## src/core/epm_defines.svh

```systemverilog
/*
 * Offsets, field positions, vector numbers, ranks and reset values of the
 * exception priority model.
 * Assumes it is included by bare name from files compiled after it.
 */
`ifndef EPM_DEFINES_SVH
`define EPM_DEFINES_SVH

// ----------------------------------------------------------------------
// Register offsets
// ----------------------------------------------------------------------
`define EPM_OFF_CTRL_STATE 8'h00
`define EPM_OFF_SYS_CTRL 8'h04
`define EPM_OFF_SYS_PRI 8'h08
`define EPM_OFF_GROUP 8'h0c
`define EPM_OFF_SET_EN 8'h10
`define EPM_OFF_CLR_EN 8'h14
`define EPM_OFF_SET_PEND 8'h18
`define EPM_OFF_CLR_PEND 8'h1c
`define EPM_OFF_PRIO0 8'h20
`define EPM_OFF_PRIO3 8'h2c
`define EPM_OFF_ACT_IRQ 8'h30
`define EPM_OFF_SYS_STAT 8'h34

// ----------------------------------------------------------------------
// Field positions
// ----------------------------------------------------------------------
`define EPM_CS_NMI_SET 31
`define EPM_CS_PEND_SET 28
`define EPM_CS_PEND_CLR 27
`define EPM_CS_TICK_SET 26
`define EPM_CS_TICK_CLR 25
`define EPM_CS_SEL_LSB 12
`define EPM_SC_LSB 16
`define EPM_SC_MEM_EN 0
`define EPM_SC_BUS_EN 1
`define EPM_SC_USE_EN 2
`define EPM_SC_DBG_EN 3
`define EPM_SC_UNALIGN 4
`define EPM_SC_DIV0 5

// ----------------------------------------------------------------------
// Vector numbers, ranks and addresses
// ----------------------------------------------------------------------
`define EPM_VEC_NMI 6'h02
`define EPM_VEC_HARD 6'h03
`define EPM_VEC_MEM 6'h04
`define EPM_VEC_BUS 6'h05
`define EPM_VEC_USE 6'h06
`define EPM_VEC_SUPCALL 6'h0b
`define EPM_VEC_DBG 6'h0c
`define EPM_VEC_PENDSRV 6'h0e
`define EPM_VEC_TICK 6'h0f
`define EPM_VEC_IRQ0 16
`define EPM_NUM_IRQ 31
`define EPM_NUM_VEC 48
`define EPM_RANK_NMI 4'h1
`define EPM_RANK_HARD 4'h2
`define EPM_RANK_PROG 4'h3
`define EPM_RANK_NONE 4'hf
`define EPM_ADDR_SP 8'h00
`define EPM_ADDR_RESET 8'h04
`define EPM_PRI_RST 3'h0

`endif

```

## src/core/epm_pkg.sv

```systemverilog
/*
 * Types of the exception priority model: state machine, bus request,
 * event inputs, core outputs and the whole state record.
 * Assumes nothing of its surroundings.
 */
package epm_pkg;
    typedef enum logic [2:0] {ST_SP = 3'b001, ST_PC = 3'b010, ST_RUN = 3'b100} epm_st_t;
    typedef struct packed {
        logic [7:0] addr; logic [31:0] wdata; logic wr; logic rd;
    } epm_bus_t;
    typedef struct packed {
        logic entry_err; logic exec_never_fetch; logic prot_viol; logic bus_precise;
        logic bus_imprecise; logic undef; logic unalign_illegal; logic bad_state;
        logic bad_return; logic unalign_wh; logic div_zero; logic supcall_exec;
        logic dbg_req; logic tick_zero; logic tick_int_en;
    } epm_evt_t;
    typedef struct packed {
        logic halted; logic sp_load; logic fetch; logic [7:0] fetch_addr;
        logic push; logic pop; logic tail; logic [5:0] vec; logic handler;
    } epm_out_t;
    typedef struct packed {
        epm_st_t st; logic [2:0] nmi_s; logic nmi_lvl; logic [30:0] irq_prev;
        logic [47:0] pend; logic [47:0] act; logic [30:0] en; logic [30:0][2:0] pri;
        logic [6:0][2:0] shp; logic [5:0] shen; logic [1:0] grp; logic [31:0] rdata;
        epm_out_t o;
    } epm_state_t;
endpackage : epm_pkg

```

## src/core/epm_core.sv

```systemverilog
/*
 * Exception priority model: pending and active tracking, priority
 * selection, nesting, tail-chaining and reset boot sequence.
 * Assumes the core pulses exc_return at handler end and instr_boundary
 * between instructions, and a register master on the same clock.
 */
// Chosen here: the register addresses and the address-and-strobe port.
`timescale 1ns/10ps
`default_nettype none
`include "epm_defines.svh"

// What this block does
// - Eight programmable levels for seven system handlers and 31 interrupts.
// - Programmable level 0 ranks fourth, after reset, unmaskable and hard fault.
// - All programmable priorities read zero after reset.
// - Each exception is inactive, pending, active or active-and-pending.
// - Peripheral or software request makes the interrupt pending.
// - A nested handler leaves both exceptions marked active.
// - Reset halts anywhere; release boots privileged thread mode from reset vector.
// - Reset ranks highest; stack pointer loads from the first vector entry.
// - Unmaskable interrupt from pin or software bit, fixed rank, never masked.
// - Hard fault on entry error or unhandleable fault, above all programmable.
// - Execute-never fetch raises memory fault, vector 4, even without protection.
// - Bus fault, vector 5, enableable; precise synchronous, imprecise asynchronous.
// - Usage fault, vector 6, for listed causes; unaligned and divide when configured.
// - Supervisor call instruction raises vector 11 synchronously.
// - Debug monitor, vector 12, only when enabled and more urgent than current.
// - Pendable service only from control-state register; tick may be set there.
// - Timer reaching zero raises tick when its interrupt is enabled.
// - Asynchronous entry waits for an instruction boundary, one more instruction.
// - Software disables configurable exceptions through control and clear-enable.
// - Entry pushes state while fetching the vector; handler end pops it.
// - Pending exception at exit chains straight in without pop and push.
// - Set-enable, per-interrupt priority, and preempt/subpriority grouping.
// - Interrupts use vectors 16 and up, vector addresses from 0x40.
module epm_core (
    input wire logic clk,
    input wire logic reset_n,
    input wire epm_pkg::epm_bus_t bus,
    output logic [31:0] rdata,
    input wire logic nmi_pin,
    input wire logic [30:0] irq_in,
    input wire logic instr_boundary,
    input wire logic exc_return,
    input wire epm_pkg::epm_evt_t evt,
    output epm_pkg::epm_out_t core_out
);
    // ------------------------------------------------------------------
    // Vector attributes
    // ------------------------------------------------------------------
    localparam logic [6:0][5:0] SYS_VEC = {`EPM_VEC_TICK, `EPM_VEC_PENDSRV, `EPM_VEC_DBG,
        `EPM_VEC_SUPCALL, `EPM_VEC_USE, `EPM_VEC_BUS, `EPM_VEC_MEM};
    localparam logic [3:0][5:0] FLT_VEC = {`EPM_VEC_SUPCALL, `EPM_VEC_USE, `EPM_VEC_BUS,
        `EPM_VEC_MEM};

    epm_pkg::epm_state_t q;
    epm_pkg::epm_state_t d;
    logic [47:0][2:0] pri_v;
    logic [47:0][3:0] fix_v;
    logic [47:0][3:0] full_v;
    logic [47:0][3:0] pre_v;
    logic [47:0] prog_v;
    logic [47:0] en_v;
    logic [47:0] set_v;
    logic [47:0] clr_v;
    logic [47:0] aset_v;
    logic [47:0] aclr_v;
    logic [3:0] freq;
    logic use_req;
    logic sel_ok;
    logic cur_ok;
    logic [5:0] sel_vec;
    logic [5:0] cur_vec;
    logic [3:0] sel_full;
    logic [3:0] cur_full;
    logic [3:0] cur_pre;
    logic [3:0] aft_pre;
    logic [3:0] sel_pre;
    logic preempt_ok;
    logic chain_ok;

    // Maps each vector to its priority source, fixed rank and enable.
    always_comb begin : vec_map
        pri_v = '0;
        prog_v = '0;
        en_v = '0;
        fix_v = {48{`EPM_RANK_NONE}};
        fix_v[`EPM_VEC_NMI] = `EPM_RANK_NMI;
        fix_v[`EPM_VEC_HARD] = `EPM_RANK_HARD;
        en_v[`EPM_VEC_NMI] = 1'b1;
        en_v[`EPM_VEC_HARD] = 1'b1;
        for (int i = 0; i < 7; i++) begin
            pri_v[SYS_VEC[i]] = q.shp[i];
            prog_v[SYS_VEC[i]] = 1'b1;
        end
        en_v[`EPM_VEC_MEM] = q.shen[`EPM_SC_MEM_EN];
        en_v[`EPM_VEC_BUS] = q.shen[`EPM_SC_BUS_EN];
        en_v[`EPM_VEC_USE] = q.shen[`EPM_SC_USE_EN];
        en_v[`EPM_VEC_DBG] = q.shen[`EPM_SC_DBG_EN];
        en_v[`EPM_VEC_SUPCALL] = 1'b1;
        en_v[`EPM_VEC_PENDSRV] = 1'b1;
        en_v[`EPM_VEC_TICK] = 1'b1;
        prog_v[`EPM_VEC_IRQ0 +: `EPM_NUM_IRQ] = '1;
        en_v[`EPM_VEC_IRQ0 +: `EPM_NUM_IRQ] = q.en;
        pri_v[`EPM_VEC_IRQ0 +: `EPM_NUM_IRQ] = q.pri;
    end

    // Full rank orders selection; preempt rank drops the subpriority bits.
    for (genvar v = 0; v < `EPM_NUM_VEC; v++) begin : g_rank
        assign full_v[v] = prog_v[v] ? `EPM_RANK_PROG + {1'b0, pri_v[v]} : fix_v[v];
        assign pre_v[v] = prog_v[v] ? `EPM_RANK_PROG + {1'b0, pri_v[v] >> q.grp} : fix_v[v];
    end

    // Finds the best pending request, the running handler and the level left after it ends.
    always_comb begin : pick
        sel_ok = 1'b0;
        sel_vec = '0;
        sel_full = `EPM_RANK_NONE;
        cur_ok = 1'b0;
        cur_vec = '0;
        cur_full = `EPM_RANK_NONE;
        cur_pre = `EPM_RANK_NONE;
        for (int v = 0; v < `EPM_NUM_VEC; v++) begin
            if (q.pend[v] && en_v[v] && full_v[v] < sel_full) begin
                sel_ok = 1'b1;
                sel_vec = 6'(v);
                sel_full = full_v[v];
            end
            if (q.act[v] && full_v[v] < cur_full) begin
                cur_ok = 1'b1;
                cur_vec = 6'(v);
                cur_full = full_v[v];
                cur_pre = pre_v[v];
            end
        end
        aft_pre = `EPM_RANK_NONE;
        for (int v = 0; v < `EPM_NUM_VEC; v++) begin
            if (q.act[v] && 6'(v) != cur_vec && pre_v[v] < aft_pre) begin
                aft_pre = pre_v[v];
            end
        end
    end

    assign sel_pre = pre_v[sel_vec];
    assign preempt_ok = sel_ok && sel_pre < cur_pre;
    assign chain_ok = sel_ok && sel_pre < aft_pre;
    assign use_req = evt.undef | evt.unalign_illegal | evt.bad_state | evt.bad_return
        | (evt.unalign_wh & q.shen[`EPM_SC_UNALIGN]) | (evt.div_zero & q.shen[`EPM_SC_DIV0]);
    assign freq = {evt.supcall_exec, use_req, evt.bus_precise,
        evt.exec_never_fetch | evt.prot_viol};

    // ------------------------------------------------------------------
    // Next state
    // ------------------------------------------------------------------
    // Register access, event capture, entry and exit sequencing, reset.
    always_comb begin : next_state
        d = q;
        set_v = '0;
        clr_v = '0;
        aset_v = '0;
        aclr_v = '0;
        d.rdata = '0;
        d.o.sp_load = 1'b0;
        d.o.fetch = 1'b0;
        d.o.push = 1'b0;
        d.o.pop = 1'b0;
        d.o.tail = 1'b0;
        // Pin filter: a change counts once the second and third stages agree.
        d.nmi_s = {q.nmi_s[1:0], nmi_pin};
        if (q.nmi_s[1] == q.nmi_s[2]) begin
            d.nmi_lvl = q.nmi_s[2];
        end
        set_v[`EPM_VEC_NMI] = q.nmi_s[1] & q.nmi_s[2] & ~q.nmi_lvl;
        d.irq_prev = irq_in;
        set_v[`EPM_VEC_HARD] = evt.entry_err;
        // Synchronous faults that cannot run now escalate to hard fault.
        for (int i = 0; i < 4; i++) begin
            if (freq[i]) begin
                if (en_v[FLT_VEC[i]] && pre_v[FLT_VEC[i]] < cur_pre) begin
                    set_v[FLT_VEC[i]] = 1'b1;
                end else begin
                    set_v[`EPM_VEC_HARD] = 1'b1;
                end
            end
        end
        if (evt.bus_imprecise) begin
            if (en_v[`EPM_VEC_BUS]) begin
                set_v[`EPM_VEC_BUS] = 1'b1;
            end else begin
                set_v[`EPM_VEC_HARD] = 1'b1;
            end
        end
        if (evt.dbg_req && en_v[`EPM_VEC_DBG] && pre_v[`EPM_VEC_DBG] < cur_pre) begin
            set_v[`EPM_VEC_DBG] = 1'b1;
        end
        set_v[`EPM_VEC_TICK] = evt.tick_zero & evt.tick_int_en;
        // Register writes.
        if (bus.wr) begin
            if (bus.addr == `EPM_OFF_CTRL_STATE) begin
                set_v[`EPM_VEC_NMI] |= bus.wdata[`EPM_CS_NMI_SET];
                set_v[`EPM_VEC_PENDSRV] = bus.wdata[`EPM_CS_PEND_SET];
                clr_v[`EPM_VEC_PENDSRV] = bus.wdata[`EPM_CS_PEND_CLR];
                set_v[`EPM_VEC_TICK] |= bus.wdata[`EPM_CS_TICK_SET];
                clr_v[`EPM_VEC_TICK] = bus.wdata[`EPM_CS_TICK_CLR];
            end else if (bus.addr == `EPM_OFF_SYS_CTRL) begin
                d.shen = bus.wdata[`EPM_SC_LSB +: 6];
            end else if (bus.addr == `EPM_OFF_SYS_PRI) begin
                for (int i = 0; i < 7; i++) begin
                    d.shp[i] = bus.wdata[4 * i +: 3];
                end
            end else if (bus.addr == `EPM_OFF_GROUP) begin
                d.grp = bus.wdata[1:0];
            end else if (bus.addr == `EPM_OFF_SET_EN) begin
                d.en = q.en | bus.wdata[30:0];
            end else if (bus.addr == `EPM_OFF_CLR_EN) begin
                d.en = q.en & ~bus.wdata[30:0];
            end else if (bus.addr == `EPM_OFF_SET_PEND) begin
                set_v[`EPM_VEC_IRQ0 +: `EPM_NUM_IRQ] |= bus.wdata[30:0];
            end else if (bus.addr == `EPM_OFF_CLR_PEND) begin
                clr_v[`EPM_VEC_IRQ0 +: `EPM_NUM_IRQ] = bus.wdata[30:0];
            end else if (bus.addr >= `EPM_OFF_PRIO0 && bus.addr <= `EPM_OFF_PRIO3) begin
                for (int i = 0; i < `EPM_NUM_IRQ; i++) begin
                    if (bus.addr[3:2] == 2'(i / 8)) begin
                        d.pri[i] = bus.wdata[4 * (i % 8) +: 3];
                    end
                end
            end
        end
        // Register reads; unmapped addresses read zero.
        if (bus.rd) begin
            if (bus.addr == `EPM_OFF_CTRL_STATE) begin
                d.rdata[5:0] = cur_vec;
                d.rdata[`EPM_CS_SEL_LSB +: 6] = sel_vec;
                d.rdata[`EPM_CS_NMI_SET] = q.pend[`EPM_VEC_NMI];
                d.rdata[`EPM_CS_PEND_SET] = q.pend[`EPM_VEC_PENDSRV];
                d.rdata[`EPM_CS_TICK_SET] = q.pend[`EPM_VEC_TICK];
            end else if (bus.addr == `EPM_OFF_SYS_CTRL) begin
                d.rdata[`EPM_SC_LSB +: 6] = q.shen;
            end else if (bus.addr == `EPM_OFF_SYS_PRI) begin
                for (int i = 0; i < 7; i++) begin
                    d.rdata[4 * i +: 3] = q.shp[i];
                end
            end else if (bus.addr == `EPM_OFF_GROUP) begin
                d.rdata[1:0] = q.grp;
            end else if (bus.addr == `EPM_OFF_SET_EN || bus.addr == `EPM_OFF_CLR_EN) begin
                d.rdata[30:0] = q.en;
            end else if (bus.addr == `EPM_OFF_SET_PEND || bus.addr == `EPM_OFF_CLR_PEND) begin
                d.rdata[30:0] = q.pend[`EPM_VEC_IRQ0 +: `EPM_NUM_IRQ];
            end else if (bus.addr >= `EPM_OFF_PRIO0 && bus.addr <= `EPM_OFF_PRIO3) begin
                for (int i = 0; i < `EPM_NUM_IRQ; i++) begin
                    if (bus.addr[3:2] == 2'(i / 8)) begin
                        d.rdata[4 * (i % 8) +: 3] = q.pri[i];
                    end
                end
            end else if (bus.addr == `EPM_OFF_ACT_IRQ) begin
                d.rdata[30:0] = q.act[`EPM_VEC_IRQ0 +: `EPM_NUM_IRQ];
            end else if (bus.addr == `EPM_OFF_SYS_STAT) begin
                d.rdata = {q.pend[15:0], q.act[15:0]};
            end
        end
        // Boot and exception sequencing.
        case (q.st)
            epm_pkg::ST_SP: begin
                d.o.sp_load = 1'b1;
                d.o.fetch = 1'b1;
                d.o.fetch_addr = `EPM_ADDR_SP;
                d.st = epm_pkg::ST_PC;
            end
            epm_pkg::ST_PC: begin
                d.o.fetch = 1'b1;
                d.o.fetch_addr = `EPM_ADDR_RESET;
                d.o.halted = 1'b0;
                d.st = epm_pkg::ST_RUN;
            end
            epm_pkg::ST_RUN: begin
                if (exc_return && cur_ok) begin
                    aclr_v[cur_vec] = 1'b1;
                    if (chain_ok) begin
                        aset_v[sel_vec] = 1'b1;
                        clr_v[sel_vec] = 1'b1;
                        d.o.tail = 1'b1;
                        d.o.fetch = 1'b1;
                        d.o.vec = sel_vec;
                        d.o.fetch_addr = {sel_vec, 2'b00};
                    end else begin
                        d.o.pop = 1'b1;
                    end
                end else if (instr_boundary && preempt_ok) begin
                    aset_v[sel_vec] = 1'b1;
                    clr_v[sel_vec] = 1'b1;
                    d.o.push = 1'b1;
                    d.o.fetch = 1'b1;
                    d.o.vec = sel_vec;
                    d.o.fetch_addr = {sel_vec, 2'b00};
                end
            end
            default: begin
                d.st = epm_pkg::ST_SP;
            end
        endcase
        // A held level re-pends only after its handler ends, an entry made now counting
        // as running, so entry clears it; a new rising edge pends at once.
        set_v[`EPM_VEC_IRQ0 +: `EPM_NUM_IRQ] |= irq_in
            & (~q.irq_prev | ~q.act[`EPM_VEC_IRQ0 +: `EPM_NUM_IRQ]
            & ~aset_v[`EPM_VEC_IRQ0 +: `EPM_NUM_IRQ]);
        // A set in the same cycle as a clear wins.
        d.pend = (q.pend & ~clr_v) | set_v;
        d.act = (q.act & ~aclr_v) | aset_v;
        d.o.handler = |d.act;
        // Synchronous reset stops everything wherever it stands.
        if (!reset_n) begin
            d = '0;
            d.st = epm_pkg::ST_SP;
            d.o.halted = 1'b1;
            d.pri = {`EPM_NUM_IRQ{`EPM_PRI_RST}};
            d.shp = {7{`EPM_PRI_RST}};
        end
    end

    // Registers the whole state.
    always_ff @(posedge clk) begin : state_reg
        q <= d;
    end

    assign rdata = q.rdata;
    assign core_out = q.o;
endmodule : epm_core
`default_nettype wire

```

## config.mk

```make
export PLATFORM = sky130hd
export DESIGN_NAME = epm_core
export DESIGN_NICKNAME = d
export VERILOG_FILES = /design/src/core/epm_pkg.sv /design/src/core/epm_core.sv
export VERILOG_INCLUDE_DIRS = /design/src /design/src/core
export SDC_FILE = /design/constraint.sdc
export NUM_CORES = 2
export LEC_CHECK = 0
export ABC_AREA = 1
export BUFFER_PORTS_ARGS = -buffer_cell sky130_fd_sc_hd__buf_2
export CAP_MARGIN = 20
export CELL_PAD_IN_SITES_DETAIL_PLACEMENT = 1
export CELL_PAD_IN_SITES_GLOBAL_PLACEMENT = 1
export CORE_MARGIN = 2
export CORE_UTILIZATION = 46
export CTS_BUF_LIST = sky130_fd_sc_hd__clkbuf_2
export DETAILED_ROUTE_END_ITERATION = 8
export GPL_TIMING_DRIVEN = 0
export MAX_ROUTING_LAYER = met4
export PLACE_DENSITY_LB_ADDON = 0.1
export SYNTH_ARGS = -nofsm -noshare
export SYNTH_HDL_FRONTEND = slang
export SYNTH_SLANG_ARGS = --single-unit
```

## constraint.sdc

```tcl
create_clock -name clk -period 84.4 [get_ports clk]
set_clock_uncertainty 0.05 [all_clocks]
set_input_delay 25.32 -clock clk [delete_from_list [all_inputs] [get_ports clk]]
set_output_delay 25.32 -clock clk [all_outputs]
set_load 0.02 [all_outputs]
```

# Word level (Yosys, flattened, before mapping)
# Index checks and enable logic that the tools add are counted.
[word_totals]
register_bits = 340
wordCells = 1170
[op_classes]
n_addsub = 76
order_cmp = 142
eq_ne = 65
n_shift = 38
n_mux = 501
bitwise = 42
n_reduce_logical = 246
[op_table]
columns = ["operator", "count"]
rows = [
  ["$mux W31", 25],
  ["$mux W4", 175],
  ["$mux W6", 89],
  ["$lt A4 B4 Y1", 121],
  ["$mux W48", 10],
  ["$add A2 B3 Y4 const A", 76],
  ["$logic_and A1 B1 Y1", 222],
  ["$mux W3", 46],
  ["$mux W1", 131],
  ["$mux W32", 4],
  ["$not A31 Y31", 4],
  ["$shr A3 B2 Y3", 38],
  ["$and A48 B48 Y48", 2],
  ["$ne A5 B6 Y1 const A", 16],
  ["$ne A6 B6 Y1 const A", 16],
  ["$not A48 Y48", 2],
  ["$and A31 B31 Y31", 3],
  ["$or A31 B31 Y31", 3],
  ["$mux W33", 2],
  ["$lt A4 B4 Y1 const A", 12],
  ["$ne A4 B6 Y1 const A", 8],
  ["$or A47 B48 Y48", 1],
  ["$or A48 B47 Y48", 1],
  ["$or A48 B48 Y48", 1],
  ["48 further kinds", 102],
]

# Depth between registers and ports, before layout
[logic_depth]
ltp_word = 285
ltp_mapped = 572
ltp_nobuf = 551

# Worst setup path after synthesis
# No wires, ideal clock.
[synth_path]
path_type = "register to register"
startpoint = "reg q, in the netlist pri_v[12]"
endpoint = "reg q, in the netlist core_out[12]"
arrival_time_ns = 68.362
required_ns = 84.230
slack_ns = 15.868
path_stages_with_launch = 492
synth_period_minus_slack_ns = 68.532
cell_sequence = "dfxtp_1 > inv_2 > ha_1 > xor2_1 > inv_1 > ha_1 > nand2_1 > clkinv_8 > nand3_2 > nand2_4 > nand2_2 > o21ai_0 > ha_1 > inv_12 > o21ai_2 > inv_6 > nand2_8 > o21ai_0 > [456 not listed] > nor2_2 > a21oi_1 > a31oi_1 > ha_1 > a2111oi_0 > nand2_1 > nand2_1 > o21ai_1 > ha_1 > a211oi_1 > nand3_2 > nand2_4 > buf_8 > nand2_8 > and3_1 > buf_8 > a21oi_1 > a21oi_1"
[synth_via]
elab_chain_cells = 275
word_cells_on_any_way = 698
cone_classes = "add/sub (2); order compare (129); eq/ne (48); shift (1); mux (340); reduce/logical (178)"
[synth_rtl]
columns = ["element", "line", "source"]
rows = [
  ["start: declaration", "epm_core.sv:56", "epm_pkg::epm_state_t q;"],
  ["start signal: assignment", "epm_core.sv:322", "q <= d;"],
  ["$add A2 B3 Y4 (no line)", "-", ""],
  ["$lt A4 B4 Y1", "epm_core.sv:129", "if (q.act[v] && full_v[v] < cur_full) begin"],
  ["$logic_and A1 B1 Y1", "epm_core.sv:129", ""],
  ["$mux W4", "epm_core.sv:129", ""],
  ["$lt A4 B4 Y1", "epm_core.sv:129", ""],
  ["$logic_and A1 B1 Y1", "epm_core.sv:129", ""],
  ["$mux W4", "epm_core.sv:129", ""],
  ["$lt A4 B4 Y1", "epm_core.sv:129", ""],
  ["[259 not listed]", "-", ""],
  ["$mux W4", "epm_core.sv:138", "if (q.act[v] && 6'(v) != cur_vec && pre_v[v] < aft_pre) begin"],
  ["$lt A4 B4 Y1", "epm_core.sv:138", ""],
  ["$logic_and A1 B1 Y1", "epm_core.sv:138", ""],
  ["$mux W4", "epm_core.sv:138", ""],
  ["$lt A4 B4 Y1", "epm_core.sv:146", "assign chain_ok = sel_ok && sel_pre < aft_pre;"],
  ["$logic_and A1 B1 Y1", "epm_core.sv:146", ""],
  ["$ne A3 B3 Y1 (no line)", "-", ""],
  ["$reduce_and A3 Y1 (no line)", "-", ""],
]
# Several ways; a longest one is shown, not always the timed one. The select of a mux whose other input is x is not followed.
# A chain may end at the register's enable or synchronous reset.

# Worst setup path after layout
[layout_path]
startpoint = "reg q, in the netlist pri_v[12]"
endpoint = "reg q, in the netlist core_out[0]"
[layout_via]
elab_chain_cells = 278
word_cells_on_any_way = 711
cone_classes = "add/sub (2); order compare (133); eq/ne (46); shift (1); mux (346); bitwise (3); reduce/logical (180)"
[layout_rtl]
columns = ["element", "line", "source"]
rows = [
  ["$add A2 B3 Y4 (no line)", "-", ""],
  ["$lt A4 B4 Y1", "epm_core.sv:129", ""],
  ["$logic_and A1 B1 Y1", "epm_core.sv:129", ""],
  ["$mux W4", "epm_core.sv:129", ""],
  ["$lt A4 B4 Y1", "epm_core.sv:129", ""],
  ["$logic_and A1 B1 Y1", "epm_core.sv:129", ""],
  ["$mux W4", "epm_core.sv:129", ""],
  ["$lt A4 B4 Y1", "epm_core.sv:129", ""],
  ["[262 not listed]", "-", ""],
  ["$mux W4", "epm_core.sv:138", ""],
  ["$lt A4 B4 Y1", "epm_core.sv:146", ""],
  ["$logic_and A1 B1 Y1", "epm_core.sv:146", ""],
  ["$mux W48", "epm_core.sv:278", "if (chain_ok) begin"],
  ["$mux W48", "epm_core.sv:276", "if (exc_return && cur_ok) begin"],
  ["$mux W48", "epm_core.sv:262", "case (q.st)"],
  ["$or A48 B48 Y48 (*)", "epm_core.sv:308", "d.act = (q.act & ~aclr_v) | aset_v;"],
  ["$reduce_or A48 Y1 (*)", "epm_core.sv:309", "d.o.handler = |d.act;"],
]
# Every way passes the cells marked *; elsewhere a longest branch is shown, timed or not. The select of a mux whose other input is x is not followed.

==> results.yml <==
worst_setup_path:
  cpMostUsedCell: "ha_1"
  cpLargestDelayFamily: "compound AO/OA/AOI/OAI gates"
  start_kind: "flip-flop"
  r2r_cells: 532
  required_ns: 85.44
  critPathMaxFanout: 10
  cp-end-kind: "flip-flop"
  cpMaxStageDelayCell: "a211oi_1"
  crit_buf_inv: 138
  reg2reg_slack_ns: 5.03
  max_stage_delay_ns: 0.79
  worstSetupPathType: "reg2reg"
  critPathArrivalTime_ns: 80.41
  crit_cells: 532
grt:
  antenna_found_initial: 46
  globalRouteOverflowTotal: 0
  grt_max_degree: 15
  grt_usage_pct: 55.01
  grt_pass1_wl_um: 361500
  grt_pass1_vias: 52710
status:
  violations: "max-capacitance violations, max-slew violations"
  status: "finished, violations left"
cts:
  holdBufCountCts: 0
  cts_sinks: 337
  htreeDepth: 3
  cts_root_buf: "clkbuf_2"
  clockBufferDepth: 3
  numCtsBuffers: 95
  cts_tree: "yes"
  worst_skew_pair.late_latency_ns: 1.35
  clk_pin_slew_ns: 0.10
finish:
  layout-area-overhead-vs-synth_pct: 9.759
  drive_gt1_share_pct: 16.26
  final_area_um2: 45760
  nets: 7476
  fillers: 12870
placement:
  port_buffers: 135
  gp_congestion: 1.153
  hpwl_um: 207000
  place_area_um2: 44150
  pre_cts_slack_ns: -0.6316
die:
  num_rows: 110
  die_h_um: 305.1
  start_util_pct: 46.39
  chipWidth_um: 305.1
  dieArea_um2: 93060
  coreArea_um2: 89870
  ioPinCount: 146
min_path:
  hold_path.class: "reg2reg"
  holdPathStages: 2
routing:
  drtIter0Drc: 6995
  first_pass_iters: 9
  vias: 54820
  met1_length_um: 92050
  met3_length_um: 34160
  drc: 0
  wl_per_cell_um: 30.71
  wl_met2_um: 103000
  ant_nets: 0
  highest_layer: "met4"
  wl_um: 258400
  viasPerCell: 6.516
yosys:
  syn_area_um2: 41690
  synthArstFlopShare_pct: 0
  synth_edf_count: 0
  synthTopCellsByArea: "dfxtp_1, nand2_1, o21ai_0"
  synthCells: 6807
  synth_seq_cells: 337
  synth_area_leader_cell: "dfxtp_1"
  ys.flop_type: "dfxtp_1"
  avgSynthCellArea_um2: 6.125
  synth_seq_area_share_pct: 16.18
  synth_top_area_share_pct: 16.18
  synth_warnings: 0
  synth.distinct_cells: 81
timing:
  fin_ws_ns: 5.032
  setup_viol: 0
  finalHoldViolCount: 0
  finalCritPeriodShare_pct: 94.04
  slew_viol_final: 2
  worstMarginPinSlew_ns: 1.521
  period_minus_slack_ns: 79.37
  fin_hold_ws_ns: 0.3909
  slew_headroom_pct: -2.690
  fmax_mhz: 12.60
power:
  p_per_area_nw_per_um2: 9.008
  leakage_nw: 20.45
  vdd_ir_drop_max_uv: 7.149
run:
  maxCapViolations: 1
==> synth_stat cells, types with 43 or more instances <==
master	instances
dfxtp_1	337
nand2_4	72
a21oi_1	476
inv_2	87
o22ai_1	55
o211ai_1	99
nor2_2	63
ha_1	299
nand2_1	1560
clkbuf_1	135
o21ai_0	778
buf_4	60
clkbuf_8	46
nand3_2	49
nand2_2	242
nand3_1	748
o21ai_1	52
inv_1	810
xor2_1	74
nor3_1	43
nor2_1	296
==> worst register-to-register path: cells and delay by family, from the launching register on <==
family | cells | cell delay (ns)
AND/OR/NAND/NOR | 169 | 19.26
flip-flops | 1 | 0.37
buffers and inverters | 138 | 15.03
adder cells (fa/ha/maj) | 76 | 21.91
AO/OA/AOI/OAI | 148 | 22.39
XOR/XNOR | 1 | 0.19
==> where the power goes <==
group,internal [mW],switching (mW)
sequential,0.162,0.00259
clock,0.0487,0.0874
combinational,0.0280,0.0835
==> stage by stage <==
stage                     power, mW  util [%]  TNS, ns  instances
after global routing         0.4144     50.89  -0.8409       8403
after CTS                    0.3951     50.16        0       8313
after detailed placement     0.2681     49.13   -9.371       8140
after global placement       0.2627     48.79        0       8119
final                        0.4122     50.92        0       8413
after floorplan              0.2185         -        0       6808
==> final cells by class <==
cell class,count,area [µm²],share of cell area [%]
multi-input combinational,5250,29620,64.72
clock buffer,142,710.7,1.553
timing repair buffer,179,1164,2.543
clock inverter,31,172.7,0.3773
tap,1176,1471,3.215
antenna,77,192.7,0.4210
inverter,937,3662,8.003
sequential,337,6748,14.74
buffer,284,2026,4.426
==> registers in the layout (all words and copies together), names as in the netlist <==
name	cells
core_out	19
en_v	35
pri_v	114
q	137
rdata	32
==> cells in the final DEF (no fill, tap or decap), types with 16 or more instances in the layout <==
master     netlist  final
a2111oi_0       20     19
a211oi_1        35     29
a21oi_1        476    474
a31oi_1         37     31
a32oi_1         19     19
buf_2            2    140
buf_4           60     82
buf_6           19     23
clkbuf_1       135    129
clkbuf_2         0    148
clkbuf_8        46     46
clkinv_1        14     33
dfxtp_1        337    336
diode_2          0     77
ha_1           299    296
inv_1          810    809
inv_2           87     88
nand2_1       1560   1556
nand2_2        242    246
nand2_4         72     70
nand3_1        748    747
nand3_2         49     49
nand3_4         27     28
nand4_1         21     21
nor2_1         296    286
nor2_2          63     68
nor2_4          11     16
nor3_1          43     39
o2111ai_1       19     19
o211ai_1        99     99
o21ai_0        778    728
o21ai_1         52     85
o21ai_2         10     26
o221ai_1        27     27
o22ai_1         55     55
o31ai_1         22     22
xor2_1          74     73
==> cell families (layout without fill, tap and decap cells) <==
family	Yosys count	in the layout	synth area share, %
compound gates	1710	1710	23.17
xor+xnor	76	76	1.614
fa+ha+maj	299	299	8.973
buf+inv	1221	1573	13.62
flops	337	337	16.18
other cells	1	79	0.008994
simple gates	3163	3163	36.43
==> per-layer routing <==
layer  track usage (%)  vias to the layer above
met5                 -                        -
met4             47.93                        0
met3             22.43                     1387
met2             76.93                     3673
met1             59.99                    26250
li1                  -                    23510
==> what timing repair did <==
item,4_1_cts,5_1_grt
pin swaps,0,12
endpoints found under the hold margin,0,0
buffers inserted,0,17
endpoints found under the setup margin,89,96
resized for setup,7,107
==> path summary, 6_finish.rpt <==
| kind | startpoint | end |
|---|---|---|
| min reg2reg | q[214]$_SDFF_PN0_ | q[214]$_SDFF_PN0_ |
| max reg2reg | pri_v[12]$_SDFFE_PN0P_ | core_out[0]$_SDFF_PN0_ |
| min | q[214]$_SDFF_PN0_ | q[214]$_SDFF_PN0_ |
| max | pri_v[12]$_SDFFE_PN0P_ | core_out[0]$_SDFF_PN0_ |
Note: power is estimated with default switching activity, not from simulation.
